## src/logic/rslp_regs.svh

```systemverilog
// Named constants for the reset strap and low power sequencer.
`ifndef RSLP_REGS_SVH
`define RSLP_REGS_SVH
`define RSLP_NUM_CORES         2
`define RSLP_SG_ENTRY_CLKS     20
`define RSLP_SG_CNT_W          5
`define RSLP_SG_CNT_ONE        5'h01
`define RSLP_SG_CNT_ZERO       5'h00
`define RSLP_EVT_W             4
`define RSLP_EVT_SMI           0
`define RSLP_EVT_INIT          1
`define RSLP_EVT_NMI           2
`define RSLP_EVT_MASKABLE_IRQ          3
`define RSLP_EVT_NONE          4'h0
`define RSLP_STRAP_W           3
`define RSLP_STRAP_TRISTATE    0
`define RSLP_STRAP_SELF_TEST   1
`define RSLP_STRAP_ARB_ID      2
`define RSLP_STRAP_RESET_VAL   3'h0
`endif

```

## src/logic/rslp_pkg.sv

```systemverilog
// Types shared by the reset strap and low power sequencer.
package rslp_pkg;
  typedef enum logic [2:0] {
    RSLP_NORMAL    = 3'h0,
    RSLP_HALT      = 3'h1,
    RSLP_HALT_SNP  = 3'h2,
    RSLP_SGA_WAIT  = 3'h3,
    RSLP_SG_DELAY  = 3'h4,
    RSLP_STOP      = 3'h5,
    RSLP_STOP_SNP  = 3'h6
  } rslp_state_t;
endpackage

```

## src/logic/rslp_strap.sv

```systemverilog
// Strap capture on reset release.
`timescale 1ns/1ps
`include "rslp_regs.svh"
module rslp_strap (
  input  wire logic                      ref_clk,
  input  wire logic                      rst_b,
  input  wire logic                      sys_mgmt_irq_n,
  input  wire logic                      self_test_strap_n,
  input  wire logic                      bus_request_zero_n,
  output logic [`RSLP_STRAP_W-1:0]       strap_cfg
);
  typedef struct packed {
    logic [`RSLP_STRAP_W-1:0] live;
    logic [`RSLP_STRAP_W-1:0] cfg;
    logic                     in_rst;
  } rslp_strap_state_t;
  rslp_strap_state_t st_q;
  rslp_strap_state_t st_d;

  // Track straps during reset and freeze them on the first edge after release.
  always_comb begin
    st_d        = st_q;
    st_d.in_rst = ~rst_b;
    st_d.live   = {~bus_request_zero_n, ~self_test_strap_n, ~sys_mgmt_irq_n};
    if (st_q.in_rst && rst_b) begin
      st_d.cfg = st_q.live;
    end
  end

  // Configuration only changes at a reset release, warm or cold alike.
  always_ff @(posedge ref_clk) begin
    if (!rst_b) begin
      st_q.in_rst <= 1'b1;
      st_q.live   <= st_d.live;
      st_q.cfg    <= st_q.cfg;
    end else begin
      st_q <= st_d;
    end
  end

  assign strap_cfg = st_q.cfg;
endmodule

```

## src/logic/rslp_events.sv

```systemverilog
// One-deep pending flags for low power wake events.
`timescale 1ns/1ps
`include "rslp_regs.svh"
module rslp_events (
  input  wire logic                      ref_clk,
  input  wire logic                      rst_b,
  input  wire logic [`RSLP_EVT_W-1:0]    evt_in,
  input  wire logic [`RSLP_EVT_W-1:0]    evt_take,
  output logic [`RSLP_EVT_W-1:0]         evt_pend
);
  typedef struct packed {
    logic [`RSLP_EVT_W-1:0] pend;
  } rslp_evt_state_t;
  rslp_evt_state_t st_q;
  rslp_evt_state_t st_d;

  // One flag per event type; a new event in the taking cycle wins.
  always_comb begin
    st_d = st_q;
    for (int i = 0; i < `RSLP_EVT_W; i++) begin
      if (evt_in[i]) begin
        st_d.pend[i] = 1'b1;
      end else if (evt_take[i]) begin
        st_d.pend[i] = 1'b0;
      end
    end
  end

  // Pending events are cleared by reset.
  always_ff @(posedge ref_clk) begin
    if (!rst_b) begin
      st_q.pend <= `RSLP_EVT_NONE;
    end else begin
      st_q <= st_d;
    end
  end

  assign evt_pend = st_q.pend;
endmodule

```

## src/logic/rslp_seq.sv

```systemverilog
// Low power state sequencer with reset strap capture.
`timescale 1ns/1ps
`include "rslp_regs.svh"
module rslp_seq (
  input  wire logic                          ref_clk,
  input  wire logic                          rst_b,
  input  wire logic                          sys_mgmt_irq_n,
  input  wire logic                          self_test_strap_n,
  input  wire logic                          bus_request_zero_n,
  input  wire logic                          init_n,
  input  wire logic [1:0]                    local_irq_lines,
  input  wire logic                          clock_stop_request_n,
  input  wire logic [`RSLP_NUM_CORES-1:0]    core_halted,
  input  wire logic                          smm_return,
  input  wire logic                          smm_return_to_halt,
  input  wire logic                          snoop_seen,
  input  wire logic                          snoop_done,
  input  wire logic                          sga_response,
  output logic                               sga_issue,
  output logic [2:0]                         power_state,
  output logic                               in_stop_grant,
  output logic                               output_tristate,
  output logic                               built_in_self_test,
  output logic                               arb_id_sym,
  output logic [`RSLP_EVT_W-1:0]             service_evt,
  output logic                               init_pulse
);
  ////////////////////////////////////////////////////////////////////////////
  // Local state.
  typedef struct packed {
    rslp_pkg::rslp_state_t     fsm;
    logic [`RSLP_SG_CNT_W-1:0] cnt;
    logic                      from_halt;
    logic                      sga;
    logic                      init;
    logic                      rst_seen;
    logic [`RSLP_EVT_W-1:0]    svc;
  } rslp_seq_state_t;
  rslp_seq_state_t st_q;
  rslp_seq_state_t st_d;

  logic [`RSLP_STRAP_W-1:0] strap_cfg;
  logic [`RSLP_EVT_W-1:0]   evt_in;
  logic [`RSLP_EVT_W-1:0]   evt_pend;
  logic [`RSLP_EVT_W-1:0]   evt_take;
  logic                     stop_req;
  logic                     all_halted;
  logic                     wake;

  ////////////////////////////////////////////////////////////////////////////
  // Straps and wake events.
  rslp_strap u_strap (
    .ref_clk            (ref_clk),
    .rst_b              (rst_b),
    .sys_mgmt_irq_n     (sys_mgmt_irq_n),
    .self_test_strap_n  (self_test_strap_n),
    .bus_request_zero_n (bus_request_zero_n),
    .strap_cfg          (strap_cfg)
  );

  // Maskable and non-maskable local lines are the two bits of local_irq_lines.
  assign evt_in   = {local_irq_lines[0], local_irq_lines[1], ~init_n, ~sys_mgmt_irq_n};
  assign evt_take = st_d.svc;

  rslp_events u_events (
    .ref_clk  (ref_clk),
    .rst_b    (rst_b),
    .evt_in   (evt_in),
    .evt_take (evt_take),
    .evt_pend (evt_pend)
  );

  // Decoded conditions.
  assign stop_req   = ~clock_stop_request_n;
  assign all_halted = &core_halted;
  assign wake       = |evt_pend;

  ////////////////////////////////////////////////////////////////////////////
  // Next state logic.
  always_comb begin
    st_d      = st_q;
    st_d.sga  = 1'b0;
    st_d.init = 1'b0;
    st_d.svc  = `RSLP_EVT_NONE;
    case (st_q.fsm)
      rslp_pkg::RSLP_NORMAL: begin
        st_d.svc = evt_pend;
        if (smm_return && smm_return_to_halt) begin
          st_d.fsm = rslp_pkg::RSLP_HALT;
        end else if (stop_req) begin
          st_d.from_halt = 1'b0;
          st_d.sga       = 1'b1;
          st_d.fsm       = rslp_pkg::RSLP_SGA_WAIT;
        end else if (all_halted && !wake) begin
          st_d.fsm = rslp_pkg::RSLP_HALT;
        end
      end
      rslp_pkg::RSLP_HALT: begin
        if (stop_req) begin
          st_d.from_halt = 1'b1;
          st_d.sga       = 1'b1;
          st_d.fsm       = rslp_pkg::RSLP_SGA_WAIT;
        end else if (wake) begin
          st_d.fsm = rslp_pkg::RSLP_NORMAL;
        end else if (snoop_seen) begin
          st_d.fsm = rslp_pkg::RSLP_HALT_SNP;
        end
      end
      rslp_pkg::RSLP_HALT_SNP: begin
        if (snoop_done) begin
          st_d.fsm = rslp_pkg::RSLP_HALT;
        end
      end
      rslp_pkg::RSLP_SGA_WAIT: begin
        if (sga_response) begin
          st_d.cnt = `RSLP_SG_CNT_W'(`RSLP_SG_ENTRY_CLKS - 1);
          st_d.fsm = rslp_pkg::RSLP_SG_DELAY;
        end
      end
      rslp_pkg::RSLP_SG_DELAY: begin
        if (st_q.cnt == `RSLP_SG_CNT_ZERO) begin
          st_d.fsm = rslp_pkg::RSLP_STOP;
        end else begin
          st_d.cnt = st_q.cnt - `RSLP_SG_CNT_ONE;
        end
      end
      rslp_pkg::RSLP_STOP: begin
        if (!stop_req) begin
          st_d.fsm = st_q.from_halt ? rslp_pkg::RSLP_HALT : rslp_pkg::RSLP_NORMAL;
        end else if (snoop_seen) begin
          st_d.fsm = rslp_pkg::RSLP_STOP_SNP;
        end
      end
      rslp_pkg::RSLP_STOP_SNP: begin
        if (snoop_done) begin
          st_d.fsm = rslp_pkg::RSLP_STOP;
        end
      end
      default: begin
        st_d.fsm = rslp_pkg::RSLP_NORMAL;
      end
    endcase
    // Release of clock stop from Normal-side stop grant returns to Normal.
    if (st_q.fsm == rslp_pkg::RSLP_STOP && !stop_req && !st_q.from_halt) begin
      st_d.fsm = rslp_pkg::RSLP_NORMAL;
    end
    // Initialization pulse follows the reset release.
    if (st_q.rst_seen) begin
      st_d.init     = 1'b1;
      st_d.rst_seen = 1'b0;
    end
  end

  ////////////////////////////////////////////////////////////////////////////
  // State register; reset in Stop Grant keeps the state while clock stop holds.
  always_ff @(posedge ref_clk) begin
    if (!rst_b) begin
      st_q.fsm       <= (st_q.fsm == rslp_pkg::RSLP_STOP && stop_req) ?
                        rslp_pkg::RSLP_STOP : rslp_pkg::RSLP_NORMAL;
      st_q.cnt       <= `RSLP_SG_CNT_ZERO;
      st_q.from_halt <= 1'b0;
      st_q.sga       <= 1'b0;
      st_q.init      <= 1'b0;
      st_q.rst_seen  <= 1'b1;
      st_q.svc       <= `RSLP_EVT_NONE;
    end else begin
      st_q <= st_d;
    end
  end

  // Outputs.
  assign sga_issue          = st_q.sga;
  assign power_state        = st_q.fsm;
  assign in_stop_grant      = (st_q.fsm == rslp_pkg::RSLP_STOP);
  assign output_tristate    = strap_cfg[`RSLP_STRAP_TRISTATE];
  assign built_in_self_test = strap_cfg[`RSLP_STRAP_SELF_TEST];
  assign arb_id_sym         = strap_cfg[`RSLP_STRAP_ARB_ID];
  assign service_evt        = st_q.svc;
  assign init_pulse         = st_q.init;

  ////////////////////////////////////////////////////////////////////////////
  // Per event type: a pending event is served from Normal, and once per occurrence.
  for (genvar g = 0; g < `RSLP_EVT_W; g++) begin : g_evt_chk

  end
endmodule

```

## config.mk

```make
export PLATFORM = sky130hd
export DESIGN_NAME = rslp_seq
export DESIGN_NICKNAME = d
export VERILOG_FILES = /design/src/logic/rslp_pkg.sv /design/src/logic/rslp_strap.sv /design/src/logic/rslp_events.sv /design/src/logic/rslp_seq.sv
export VERILOG_INCLUDE_DIRS = /design/src /design/src/logic
export SDC_FILE = /design/constraint.sdc
export NUM_CORES = 1
export LEC_CHECK = 0
export BUFFER_PORTS_ARGS = -buffer_cell sky130_fd_sc_hd__buf_2
export CELL_PAD_IN_SITES_DETAIL_PLACEMENT = 0
export CELL_PAD_IN_SITES_GLOBAL_PLACEMENT = 1
export CORE_ASPECT_RATIO = 1.4
export CORE_MARGIN = 3
export CORE_UTILIZATION = 38
export CTS_BUF_LIST = sky130_fd_sc_hd__clkbuf_8
export CTS_CLUSTER_DIAMETER = 40
export CTS_CLUSTER_SIZE = 40
export DETAILED_ROUTE_END_ITERATION = 16
export PLACE_DENSITY_LB_ADDON = 0.1
export SYNTH_ARGS = -nofsm -noshare
export SYNTH_HDL_FRONTEND = slang
export SYNTH_HIERARCHICAL = 1
export SYNTH_SLANG_ARGS = --single-unit
```

## constraint.sdc

```tcl
create_clock -name ref_clk -period 1.7 [get_ports ref_clk]
set_input_delay 0.17 -clock ref_clk [delete_from_list [all_inputs] [get_ports ref_clk]]
set_output_delay 0.17 -clock ref_clk [all_outputs]
set_load 0.02 [all_outputs]
```

=== Word level (Yosys, flattened, before mapping) ===
Cells that the tools add are included.

* Bitwise operators: 5
* Multiplexer cells: 33
* $add $sub $neg: 1
* Reductions and logical operators: 20
* Equality and inequality tests: 20

{| class="wikitable"
|+ Operators by type and width
! cell !! count
|-
| two-way mux 3 bit || 13
|-
| one-hot mux 3 bit (7 select lines) || 1
|-
| two-way mux 16 bit || 1
|-
| != test 4 bit, second input constant || 4
|-
| != test 6 bit, second input constant || 2
|-
| != test 2 bit, second input constant || 5
|-
| one-hot mux 5 bit (2 select lines) || 1
|-
| equality test 3 bit, second input constant || 3
|-
| two-way mux 1 bit || 9
|-
| two-way mux 2 bit || 4
|-
| two-way mux 8 bit || 1
|-
| nonzero test 2 bit || 4
|-
| AND reduction 7 bit || 1
|-
| equality test 3 x 2 -> 1 bit, second input constant || 2
|-
| logical AND 1 bit || 6
|-
| zero test 5 bit || 1
|-
| two-way mux 5 bit || 1
|-
| != test 5 x 4 -> 1 bit, second input constant || 1
|-
| inverter 1 bit || 5
|-
| subtractor 5 x 1 -> 5 bit, second input constant || 1
|-
| two-way mux 4 bit || 1
|-
| != test 2 x 1 -> 1 bit, second input constant || 2
|-
| one-hot mux 2 bit (2 select lines) || 1
|-
| AND reduction 2 bit || 2
|-
| other kinds (6) || 7
|}

* Logic and storage cells: 93
* Output and inout bits: 13
* Input port bits: 16
* Register bits: 27

=== Logic depth before layout (Yosys ltp) ===
Gate-level depths: netlist of the first run.

* Depth in word-level cells: 9
* Gate-level depth with buffers: 6
* Mapped depth without buffers: 6

=== Cells and area by module ===
The synthesis of the first run kept the hierarchy.

{| class="wikitable"
|+ Modules (own cells, without submodules)
! module !! area each (um^2) !! instances !! cells each
|-
| rslp_seq || 902.1 || 1 || 105
|-
| rslp_strap || 214.0 || 1 || 15
|-
| rslp_events || 165.2 || 1 || 12
|}

=== Least setup slack after synthesis of the first run ===
OpenSTA, ideal clock, no wires.

* Kind: register to register
* Start: register st_q[9] (netlist name)
* End: register st_q, in the netlist power_state[0], enable pin
* Clock period less this slack: 1786 ps
* Setup slack: -86 ps
* Path buffers: 0
* Stages on the path, launching flop included: 7
* Data arrival time: 1451 ps
* Cell sequence: dfxtp_1 -> inv_1 -> ha_1 -> or4b_4 -> nand2_2 -> o211ai_1 -> a22oi_1

* Cells in the longest elaborated chain, start to end: 3

{| class="wikitable"
|+ Ends and longest elaborated chain
! element !! line !! source
|-
| from (decl) || rslp_seq.sv:39 || <nowiki>rslp_seq_state_t st_q;</nowiki>
|-
| from (signal assigned) || rslp_seq.sv:167 || <nowiki>st_q <= st_d;</nowiki>
|-
| zero test 5 bit (no line) || n/a ||
|-
| != test 4 bit (no line) || n/a ||
|-
| AND reduction 7 bit (no line) || n/a ||
|}

Every way passes these cells.
A chain may end at the register's enable or synchronous reset.

=== Worst setup path after layout of the first run ===
* Start: register st_q[8] (netlist name)
* End: register st_q, in the netlist power_state[2], enable pin

The elaborated chain is that of the path after synthesis.

==> results list, run 1 <==
* Status: complete, no violations
- After detailed routing, the total wire length is 2430 µm.
- In the global route stage, overall resource usage came out at between 10 and 15%.
* Critical path capture point type: flip-flop
- Worst Setup Path Type: flip-flop to flip-flop
- Critical path depth: 6
- Leaving out fill and tap cells, the most frequent cell in the layout is sky130_fd_sc_hd__buf_2.
- The number of antenna diodes in the final layout is 0.
* Clock tree from TritonCTS: built
- Async set or reset register ratio after synthesis: 0%
- Setup violations remaining at the end of the flow were counted as 0.
* Drt drc: 0
* Setup crit start kind: flip-flop
- Fraction of power consumed by combinational cells: between 30% and 40%
* Count of boundary I/O pins: 29
* Main flop type after synthesis: sky130_fd_sc_hd__dfxtp_1
* Maximum fanout encountered on the critical timing path: 3
- DR vias/cell: approximately 4.9
- In the final layout, the multi-input gates occupy between 500 and 600 µm².
- For the pin with the worst max-slew slack, the measured transition is about 0.36 ns.
* Detail Placement HPWL: approximately 1900 µm
- The number of buffers and inverters on the critical path is 1.
* Initial antenna violation count: 0
- Number of max-slew violations in the final report: 0
- Horizontal die dimension: ~55 µm
- The count of endpoints failing hold in the final timing report is 0.
* Reported net switching power: between 0.7 and 0.8 mW
* Vias in the first global route: between 900 and 1000
- The clock network accounts for between 10% and 20% of the total power.
- Seq pwr share: around 44%
- Clk buf depth: 2
- Vias after detailed routing: between 900 and 1000
* Fraction of the yosys area taken by sequential cells: between 40% and 50%
* Yosys reg bits: 27
- Lkg Pwr: ~0.69 nW
* Total length of routed met2 wires: roughly 1200 µm
- After detailed routing, the met3 layer carries 122 µm of wire.
* Commonest cells after routing, fill and taps aside: 28 x sky130_fd_sc_hd__buf_2, 19 x sky130_fd_sc_hd__dfxtp_1, 12 x sky130_fd_sc_hd__buf_4
- Hold-fix buffer count after cts: 0
- The initial utilization of the core area, before any placement, comes to between 40% and 50%.
* Growth of design area from synthesis to finish: 18.2%
- The die covers around 4000 µm².
- The region available for standard cell placement spans ~3200 µm².
- After detailed routing, the average wire length per cell comes to roughly 12 µm.
- Number of violations of the max-capacitance limit: 0
* Final hold slack: 0.0353 ns
- Switching share of total power: between 30% and 40%
- Data on the critical path is required at its endpoint by roughly 1.7 ns.
- Layout filler cell count: 339
* Highest Clock Rate: between 500 and 600 MHz
- After the first detailed-routing iteration, the DRC count stood at 15.
- Data arrival at the endpoint of the critical path: approximately 1.7 ns
- For the finished layout, the period the worst path requires is 1.68 ns.
- Placer Congestion: 0.781
- Max-slew headroom: approximately three quarters
- Worst reg2reg path depth: 6
- Internal power: about 1.3 mW
- The worst hold path passes through 2 cells.
- For this run, the detailed router's first-pass iteration total came to 4.
* CTS Buf Count: 3
* Top layer used by detailed routing: met4
* RSZ-0062 raised after global routing: true
- After global routing the overflow that remains totals 0.
- For the final database, setup skew stands at 0.00500 ns.
- Post-Syn Instances: 132
- Global-route wire length before repair: 4110 µm
- Syn nets: 149
- In the final routing, the length of wire on met1 measures 1080 µm.
* Layout Nets: 178
- Yosys warning count: 6
* Number of antenna-violating nets in the routed design: 0
- Slowest stage cell on the critical path: sky130_fd_sc_hd__or4b_4
* Clock latency reported for the late side of the worst-skew pair: roughly 0.27 ns
- Number of library cell types mapped by synthesis: 37
- Worst path max stage delay: 0.47 ns
- Dividing the final minimum period by the clock period gives between 90 and 100%.
- The sequential cells in the finished layout cover a total of roughly 600 µm².
* Clock sink total: 27
- The count of buffers added on input and output ports is 28.
- Adding up every negative setup slack in the final design gives 0 ns.
- Dividing total power by cell area gives a power density of between 1000 and 1500 nW/µm².
* Avg Cell Area, Syn: approximately 9.7 µm²
* Mapped cell area: approximately 1300 µm²
- Critical path, cell by cell: inv_2 > ha_4 > or4b_4 > nand2_4 > o211ai_1 > a22oi_2
- Grouping stages by cell kind, the critical path spends the most delay in simple AND/OR/NAND/NOR gates.
- H-tree depth: 1
- In this run the worst hold path is classified as input port to flip-flop.
- Clock transition at the registers of the reported paths: approximately 0.09 ns
- The root buffer cell chosen for the clock tree is sky130_fd_sc_hd__clkbuf_8.
- Entering global routing, the biggest net connects 17 pins.
- Number of placement rows: 24
* Number of flops mapped to enable cells by yosys: 6
- Die span in y: roughly 75 µm
* Share of post-route cells with drive strength above 1: 37.5%
- The worst-case IR drop observed on VDD is about 0.00062 V.
## power groups by stage
stage / Combinational (mW) / Clock [mW] / Sequential (mW)
2_1_floorplan: 0.651 / 0 / 0.835
3_3_place_gp: 0.753 / 0 / 0.892
3_5_place_dp: 0.763 / 0 / 0.891
4_1_cts: 0.773 / 0.385 / 0.878
5_1_grt: 0.839 / 0.410 / 0.903
6_report: 0.762 / 0.364 / 0.877
## timing repair
item / in CTS / in global routing
pin swaps: 2 / 0
endpoints found under the hold margin: 0 / 0
endpoints found under the setup margin: 3 / 3
gates resized for setup: 1 / 0
buffers inserted: 1 / 0
## Yosys cell counts, drive strengths merged (5+ instances only)
cell    number  share of area (%)
o21ai        7                2.7
buf         13                8.5
nor2b        5                4.8
inv         11                3.2
o21a         5                2.9
a21oi        7                2.7
nor2         5                1.5
nand3        5                2.0
edfxtp       6                 14
nor3         6                2.7
nand2        5                1.7
and3         6                2.9
dfxtp       21                 33
and2         7                3.5
## flip-flops by register name (all words and copies together), names as in the netlist
signal / count
st_q: 7
u_strap/strap_cfg: 3
init_pulse: 1
power_state: 3
u_events/evt_pend: 4
service_evt: 4
sga_issue: 1
u_strap/st_q: 4
## path summary, 6_finish.rpt
check | from | to | slack (ns)
worst max-delay path | st_q[8]$_SDFFE_PN0P_ | power_state[2]$_DFFE_PP_ | 0.02
worst min-delay path | bus_request_zero_n | u_strap/st_q[6]$_DFF_P_ | 0.04
worst max register to register | st_q[8]$_SDFFE_PN0P_ | power_state[2]$_DFFE_PP_ | 0.02
worst min register to register | u_strap/st_q[4]$_DFF_P_ | u_strap/strap_cfg[0]$_DFFE_PP_ | 0.42
## layout make-up
class / instances / area share (%)
well taps: 39 / 3.22
repair buffers: 40 / 15.2
clock buffers: 3 / 2.73
clock inverters: 1 / 0.496
inverters: 11 / 2.73
flip-flops and latches: 27 / 39.8
multi-input cells: 78 / 35.8
## metrics by stage
step / util, % / instance area, µm² / instances / total power, mW / worst slack (ns)
floorplan: - / 1310 / 132 / 1.49 / 0.00923
global placement: 45.8 / 1460 / 194 / 1.64 / 0.0216
detailed placement: 45.8 / 1460 / 194 / 1.65 / -0.0200
CTS: 47.6 / 1510 / 199 / 2.04 / 0.000578
global route: 47.6 / 1510 / 199 / 2.15 / -0.0502
finish: 47.6 / 1510 / 199 / 2.00 / 0.0161
## metal layers
layer | vias to the layer above | track usage, %
met5 | - | 0
met4 | 0 | 6.49
met3 | 2 | 2.97
met2 | 22 | 21.3
met1 | 453 | 17.3
li1 | 501 | -
## logic make-up after synthesis
logic type                 synth area share (%)
and+or+nand+nor                            25.3
buffers and inverters                      12.6
DFF                                        46.9
AOI/OAI and AO/OA                          14.3
adders and majority gates                 0.976
(Power assumes the default switching activity.)
==> run 2: changes to the inputs <==
CTS_BUF_LIST = sky130_fd_sc_hd__clkbuf_4   (was sky130_fd_sc_hd__clkbuf_8)
==> results list, run 2 (synthesized netlist as in run 1, its figures left out) <==
- Die span in y: 74.7 µm (unchanged)
- Worst IR drop on VDD: 0.000636 V (was 0.000623 V)
- The most frequent standard cell in the layout excluding fill and tap cells is sky130_fd_sc_hd__buf_2 (unchanged).
- The data required time at the worst endpoint is 1.73 ns (was 1.67 ns).
- The count of endpoints failing hold in the final timing report came to 0 (unchanged).
- Layout Nets: 184 (was 178)
- The number of antenna cells inserted came to 0 (unchanged).
* Register with the most flip-flops: st_q (unchanged)
- Lkg Pwr: 0.712 nW (was 0.692 nW)
* Clk buf depth: 2 (unchanged)
- The startpoint class of the critical path was a flip-flop (unchanged).
* Layout filler cell count: 340 (was 339)
- Status: complete, no violations (unchanged).
- Final standard cell utilization of the core: 48.7% (was 47.6%)
- The setup violation total in the final timing report is 0 (unchanged).
- Number of placement rows: 24 (unchanged)
* Vias in the first global route: 944 (was 941)
- Global-route wire length before repair: 4160 µm (was 4110 µm)
- Buffers added on ports: 28 (unchanged)
- Placer Congestion: 0.781 (unchanged)
* Clock tree from TritonCTS: built (unchanged)
- The setup slack of the critical path after layout came to 0.0187 ns (was 0.0161 ns).
- Commonest cells after routing, fill and taps aside: 28 x sky130_fd_sc_hd__buf_2, 19 x sky130_fd_sc_hd__dfxtp_1, 15 x sky130_fd_sc_hd__buf_4 (was 28 x sky130_fd_sc_hd__buf_2, 19 x sky130_fd_sc_hd__dfxtp_1, 12 x sky130_fd_sc_hd__buf_4)
- The final wirelength came to 2520 µm (was 2430 µm).
- The flip-flop count of the largest register after layout is 7 (unchanged).
* Hold WC Path Type: input port to flip-flop (unchanged)
- The violation count after the first detailed-routing iteration was 13 (was 15).
* Detail Placement HPWL: 1890 µm (unchanged)
- Maximum fanout encountered on the critical timing path: 3 (unchanged)
* Length of the first detailed-routing pass in iterations: 4 (unchanged)
* DR vias/cell: 4.82 (was 4.91)
- Share of post-route cells with drive strength above 1: 38.6% (was 37.5%)
* Total global routing track utilization: 13.7% (was 13.6%)
* H-tree depth: 1 (unchanged)
- Transition at the pin with the smallest max-transition slack: 0.361 ns (was 0.362 ns)
- The floorplan core area came to 3180 µm² (unchanged).
- Area of the die: 4110 µm² (unchanged)
- Growth of design area from synthesis to finish: 21.0% (was 18.2%)
- CTS Root Buffer Type: sky130_fd_sc_hd__clkbuf_4 (was sky130_fd_sc_hd__clkbuf_8)
- The final count of pins violating max slew came to 0 (unchanged).
- Drt drc: 0 (unchanged)
- The setup skew after layout is 0.00528 ns (was 0.00500 ns).
- The power density over the cells came to 1280 nW/µm² (was 1320 nW/µm²).
- Overall overflow remaining after global route: 0 (unchanged)
* Clock sink total: 27 (unchanged)
- Drt wl/cell: 12.3 µm (was 12.2 µm)
- Critical path capture point type: flip-flop (unchanged)
- Minimum clock period after layout: 1.68 ns (about the same)
- The starting density of the core is 40.3% (unchanged).
- The remaining number of nets flagged by the antenna check after routing came to 0 (unchanged).
- The arrival time of the worst setup path is 1.72 ns (was 1.65 ns).
* Number of violations of the max-capacitance limit: 0 (unchanged)
- The routed via count is 989 (was 978).
* RSZ-0062 raised after global routing: true (unchanged)
- The post-place setup slack was -0.0200 ns (unchanged).
- The initial antenna violation count was 0 (unchanged).
- The start-to-end type of the worst setup path is flip-flop to flip-flop (unchanged).
- The clock latency reported for the late side of the worst-skew pair came to 0.32 ns (was 0.27 ns).
* Final Cycle Share: 98.9% (was 99.1%)
* Count of boundary I/O pins: 29 (unchanged)
- The horizontal extent of the die came to 55.1 µm (unchanged).
- The worst-case hold slack was 0.0401 ns (was 0.0353 ns).
- The fmax was 595 MHz (was 594 MHz).
* Max-slew headroom: 75.8% (about the same)
- The clock-pin slew of the registers on the worst-case setup and hold paths was 0.15 ns (was 0.09 ns).
- CTS Buf Count: 3 (unchanged)
* Largest net degree at the start of global routing: 17 (unchanged)
run 2: cell count changes in the layout (fill, tap and decap cells not counted), sizes merged:
cell and change:
dlygate4sd3 +3, buf +3
run 2: report_power, final:
part / switching, mW / leakage (nW) / internal, mW
clock: 0.190 / 0.0139 / 0.0899
sequential: 0.0933 / 0.236 / 0.763
combinational: 0.430 / 0.462 / 0.416
run 2: metal layers:
metal | part of all wire, % | track usage [%] | up-vias | routed length [µm]
met2 | 52 | 21.7 | 16 | 1300
li1 | - | - | 513 | -
met3 | 4.5 | 2.97 | 2 | 114
met5 | 0 | 0 | - | 0
met1 | 43 | 17.4 | 458 | 1080
met4 | 0.91 | 6.49 | 0 | 23
run 2: timing repair:
action,in CTS,in global routing
pin swaps,2,0
endpoints found under the hold margin,3,0
hold buffers,3,0
endpoints found under the setup margin,3,4
gates resized for setup,1,1
setup buffers,1,3
run 2: final timing paths:
check	from	endpoint	slack, ns	depth (start not counted)
max reg2reg	st_q[8]$_SDFFE_PN0P_	power_state[1]$_SDFFCE_PP0P_	0.02	6
min	local_irq_lines[0]	u_events/evt_pend[3]$_SDFFE_PN0P_	0.04	2
min reg2reg	u_strap/st_q[4]$_DFF_P_	u_strap/strap_cfg[0]$_DFFE_PP_	0.43	0
max	st_q[8]$_SDFFE_PN0P_	power_state[1]$_SDFFCE_PP0P_	0.02	6
run 2: per-stage QoR:
step / power [mW] / setup TNS, ns / cells / area, µm²
after global placement: 1.64 / 0 / 194 / 1460
after CTS: 1.96 / -0.0157 / 202 / 1530
after detailed placement: 1.65 / -0.0598 / 194 / 1460
after floorplan: 1.49 / 0 / 132 / 1310
final: 1.98 / 0 / 205 / 1550
after global routing: 2.13 / -0.166 / 205 / 1550
run 2: worst max-delay path, cell delays in order (launching register included):
cell and delay [ns]:
sky130_fd_sc_hd__dfxtp_2 0.35, sky130_fd_sc_hd__inv_2 0.06, sky130_fd_sc_hd__ha_4 0.12, sky130_fd_sc_hd__or4b_4 0.47, sky130_fd_sc_hd__nand2_4 0.07, sky130_fd_sc_hd__o211ai_1 0.09, sky130_fd_sc_hd__a22oi_2 0.22
run 2: layout make-up:
type / count / area, µm² / share of cell area (%)
Clock buffer: 3 / 22.5 / 1.45
Clock inverter: 1 / 7.51 / 0.484
Inverter: 11 / 41.3 / 2.66
Multi-Input combinational cell: 78 / 544 / 35.1
Sequential cell: 27 / 603 / 38.9
Tap cell: 39 / 48.8 / 3.15
Timing Repair Buffer: 46 / 283 / 18.2
==> run 3: changes to the inputs <==
BUFFER_PORTS_ARGS = unset   (was -buffer_cell sky130_fd_sc_hd__buf_2)
CORE_UTILIZATION = 44   (was 38)
DONT_BUFFER_PORTS = 1   (was unset)
==> results list, run 3 (synthesized netlist as in run 1, its figures left out) <==
- The power density over the cells came to 1350 nW/µm² (was 1280 nW/µm²).
- The worst min-delay path startpoint is init_n (was local_irq_lines[0]).
- Final hold slack: 0.00796 ns (was 0.0401 ns)
- The starting density of the core came to 47.5% (was 40.3%).
- The deepest level of the CTS H-tree came to 1 (unchanged).
* Worst IR drop on VDD: 0.000713 V (was 0.000636 V)
- Register with the most flip-flops: st_q (unchanged)
* Drt drc: 0 (unchanged)
- The largest fanout of any net on the critical path was 3 (unchanged).
* Share of post-route cells with drive strength above 1: 25.9% (was 38.6%)
* Reported net switching power: 0.689 mW (was 0.714 mW)
- The average routed wire per standard cell was 13.3 µm (was 12.3 µm).
- Detailed Route WL: 2380 µm (was 2520 µm)
* Count of boundary I/O pins: 29 (unchanged)
- The most frequent standard cell in the layout excluding fill and tap cells is sky130_fd_sc_hd__dfxtp_1 (was sky130_fd_sc_hd__buf_2).
- The routed via count came to 929 (was 989).
* Length of the first detailed-routing pass in iterations: 4 (unchanged)
- Internal power: 1.27 mW (about the same)
- The remaining number of nets flagged by the antenna check after routing was 0 (unchanged).
* Fraction of power consumed by combinational cells: 40.5% (was 42.7%)
- The clock period minus final worst setup slack is 1.69 ns (was 1.68 ns).
* CTS Buf Count: 3 (unchanged)
- The maximum clock path buffer count was 2 (unchanged).
- The clock tree root driver cell is sky130_fd_sc_hd__clkbuf_4 (unchanged).
- The via count of the first global-routing pass was 923 (was 944).
* FF-to-FF Start: st_q[8]$_SDFFE_PN0P_ (unchanged)
- The area overhead of the layout relative to synthesis is 12.9% (was 21.0%).
- The portion of the clock cycle consumed by the worst path in the final layout was 99.2% (was 98.9%).
- The largest net degree at the start of global routing came to 16 (was 17).
- The normalized max-slew margin was 76.3% (was 75.8%).
- Capturing element of the worst setup path: power_state[0]$_DFFE_PP_ (was power_state[1]$_SDFFCE_PP0P_)
* Initial antenna violation count: 0 (unchanged)
- Overall overflow remaining after global route: 0 (unchanged)
- Horizontal die dimension: 51.6 µm (was 55.1 µm)
- Global-route wire length before repair: 4110 µm (was 4160 µm)
- Switching share of total power: 35.3% (was 36.0%)
- The height of the chip is 69.9 µm (was 74.7 µm).
- The capture point of the worst reg-to-reg path is power_state[0]$_DFFE_PP_ (was power_state[1]$_SDFFCE_PP0P_).
* Hold WC Path Type: input port to flip-flop (unchanged)
* Status: complete, no violations (unchanged)
- The placed wire-length estimate was 1720 µm (was 1890 µm).
- Standard cell core area: 2700 µm² (was 3180 µm²)
- Lkg Pwr: 0.617 nW (was 0.712 nW)
- Number of placement rows: 22 (was 24)
- The violation count after the first detailed-routing iteration is 14 (was 13).
- Buf/Inv on CP: 1 (unchanged)
* Max FFs per register: 7 (unchanged)
- Layout Nets: 161 (was 184)
- The number of clock sinks is 27 (unchanged).
- The part of the power in the clock network came to 13.8% (was 14.1%).
- Seq pwr share: 45.7% (was 43.2%)
* Required time of the worst setup path: 1.73 ns (about the same)
- RSZ-0062 raised after global routing: true (unchanged)
- DR vias/cell: 5.19 (was 4.82)
- Slowest stage cell on the critical path: sky130_fd_sc_hd__or4b_4 (unchanged)
- Critical path, cell by cell: inv_2 > ha_4 > or4b_4 > nand2_4 > o211ai_1 > a22oi_2 (unchanged)
- The length in cells of the worst reg-to-reg path came to 6 (unchanged).
- The sum of negative setup slack is 0 ns (unchanged).
- Area of the die: 3600 µm² (was 4110 µm²)
- Worst Setup Path Type: flip-flop to flip-flop (unchanged)
* Clock transition at the registers of the reported paths: 0.14 ns (was 0.15 ns)
- Design area: 1450 µm² (was 1550 µm²)
* Count of antenna diodes in the layout: 0 (unchanged)
* Data arrival at the endpoint of the critical path: 1.72 ns (about the same)
- Total global routing track utilization: 14.8% (was 13.7%)
* Commonest cells after routing, fill and taps aside: 19 x sky130_fd_sc_hd__dfxtp_1, 17 x sky130_fd_sc_hd__buf_4, 9 x sky130_fd_sc_hd__inv_1 (was 28 x sky130_fd_sc_hd__buf_2, 19 x sky130_fd_sc_hd__dfxtp_1, 15 x sky130_fd_sc_hd__buf_4)
- Final setup violation count: 0 (unchanged)
- Total placed instance area: 1320 µm² (was 1460 µm²)
- Clock latency reported for the late side of the worst-skew pair: 0.32 ns (about the same)
* Crit-path leading delay family: simple AND/OR/NAND/NOR gates (unchanged)
- Transition at the pin with the smallest max-transition slack: 0.352 ns (was 0.361 ns)
- The routability congestion estimate came to 0.777 (was 0.781).
* Buffers added on ports: 0 (was 28)
* CP startpoint: st_q[8]$_SDFFE_PN0P_ (unchanged)
- Critical path capture point type: flip-flop (unchanged)
- The final count of pins violating max slew came to 0 (unchanged).
* Setup crit start kind: flip-flop (unchanged)
- The TritonCTS clock tree is built (unchanged).
- The setup skew after layout is 0.00129 ns (was 0.00528 ns).
- Final hold viol count: 0 (unchanged)
- Register-to-register setup slack: 0.01 ns (was 0.02 ns)
* Worst path max stage delay: 0.47 ns (about the same)
* Critical path depth: 6 (unchanged)
- Highest Clock Rate: 593 MHz (was 595 MHz)
- Number of violations of the max-capacitance limit: 0 (unchanged)
-- run 3: worst min-delay path by stage --
stage                                        endpoint  cells past startpoint
global route        u_events/evt_pend[1]$_SDFFE_PN0P_                      2
detailed placement            u_strap/st_q[4]$_DFF_P_                      1
global placement              u_strap/st_q[6]$_DFF_P_                      1
floorplan                  u_strap/st_q[0]$_SDFF_PN1_                      1
finish              u_events/evt_pend[1]$_SDFFE_PN0P_                      2
CTS                 u_events/evt_pend[1]$_SDFFE_PN0P_                      2
-- run 3: timing repair --
action | 4_1_cts | 5_1_grt
endpoints found under the hold margin | 13 | 0
hold buffers | 6 | 0
setup endpoints to repair | 3 | 4
pin swaps | 2 | 0
gates resized for setup | 1 | 0
buffers inserted | 1 | 4
-- run 3: layout make-up --
| type | instances | area, µm² |
|---|---|---|
| Fill cell | 284 | 1250 |
| Inverter | 11 | 41.3 |
| Clock buffer | 3 | 22.5 |
| Timing Repair Buffer | 23 | 188 |
| Clock inverter | 1 | 5.00 |
| Multi-Input combinational cell | 78 | 542 |
| Tap cell | 36 | 45.0 |
| Sequential cell | 27 | 603 |
-- run 3: metrics by stage --
step | cells | setup slack (ns) | utilization [%] | power [mW]
detailed placement | 164 | -0.0206 | 48.9 | 1.62
global route | 179 | -0.0856 | 53.6 | 2.10
CTS | 175 | 0.0125 | 52.5 | 1.92
global placement | 164 | 0.0225 | 48.9 | 1.61
floorplan | 132 | 0.00923 | - | 1.49
finish | 179 | 0.0129 | 53.6 | 1.95
-- run 3: routing by layer --
metal  vias to the layer above  track usage [%]  part of all wire (%)
met2                        26             25.4                    54
met5                         -                0                     0
li1                        470                -                     -
met4                         0             7.29                   2.0
met3                         5             3.20                   4.8
met1                       428             16.7                    40
-- run 3: power groups by stage --
stage / clock (mW) / sequential (mW) / combinational, mW
5_1_grt: 0.314 / 0.914 / 0.874
4_1_cts: 0.285 / 0.906 / 0.730
2_1_floorplan: 0 / 0.835 / 0.651
3_5_place_dp: 0 / 0.919 / 0.706
3_3_place_gp: 0 / 0.910 / 0.700
6_report: 0.269 / 0.894 / 0.791
-- run 3: worst reg2reg max path, delay by kind of cell, from the launching register on --
| kind | cells | cell delay, ns |
|---|---|---|
| compound gates | 2 | 0.31 |
| flops | 1 | 0.35 |
| fa+ha+maj | 1 | 0.13 |
| buf+inv | 1 | 0.06 |
| simple gates | 2 | 0.55 |
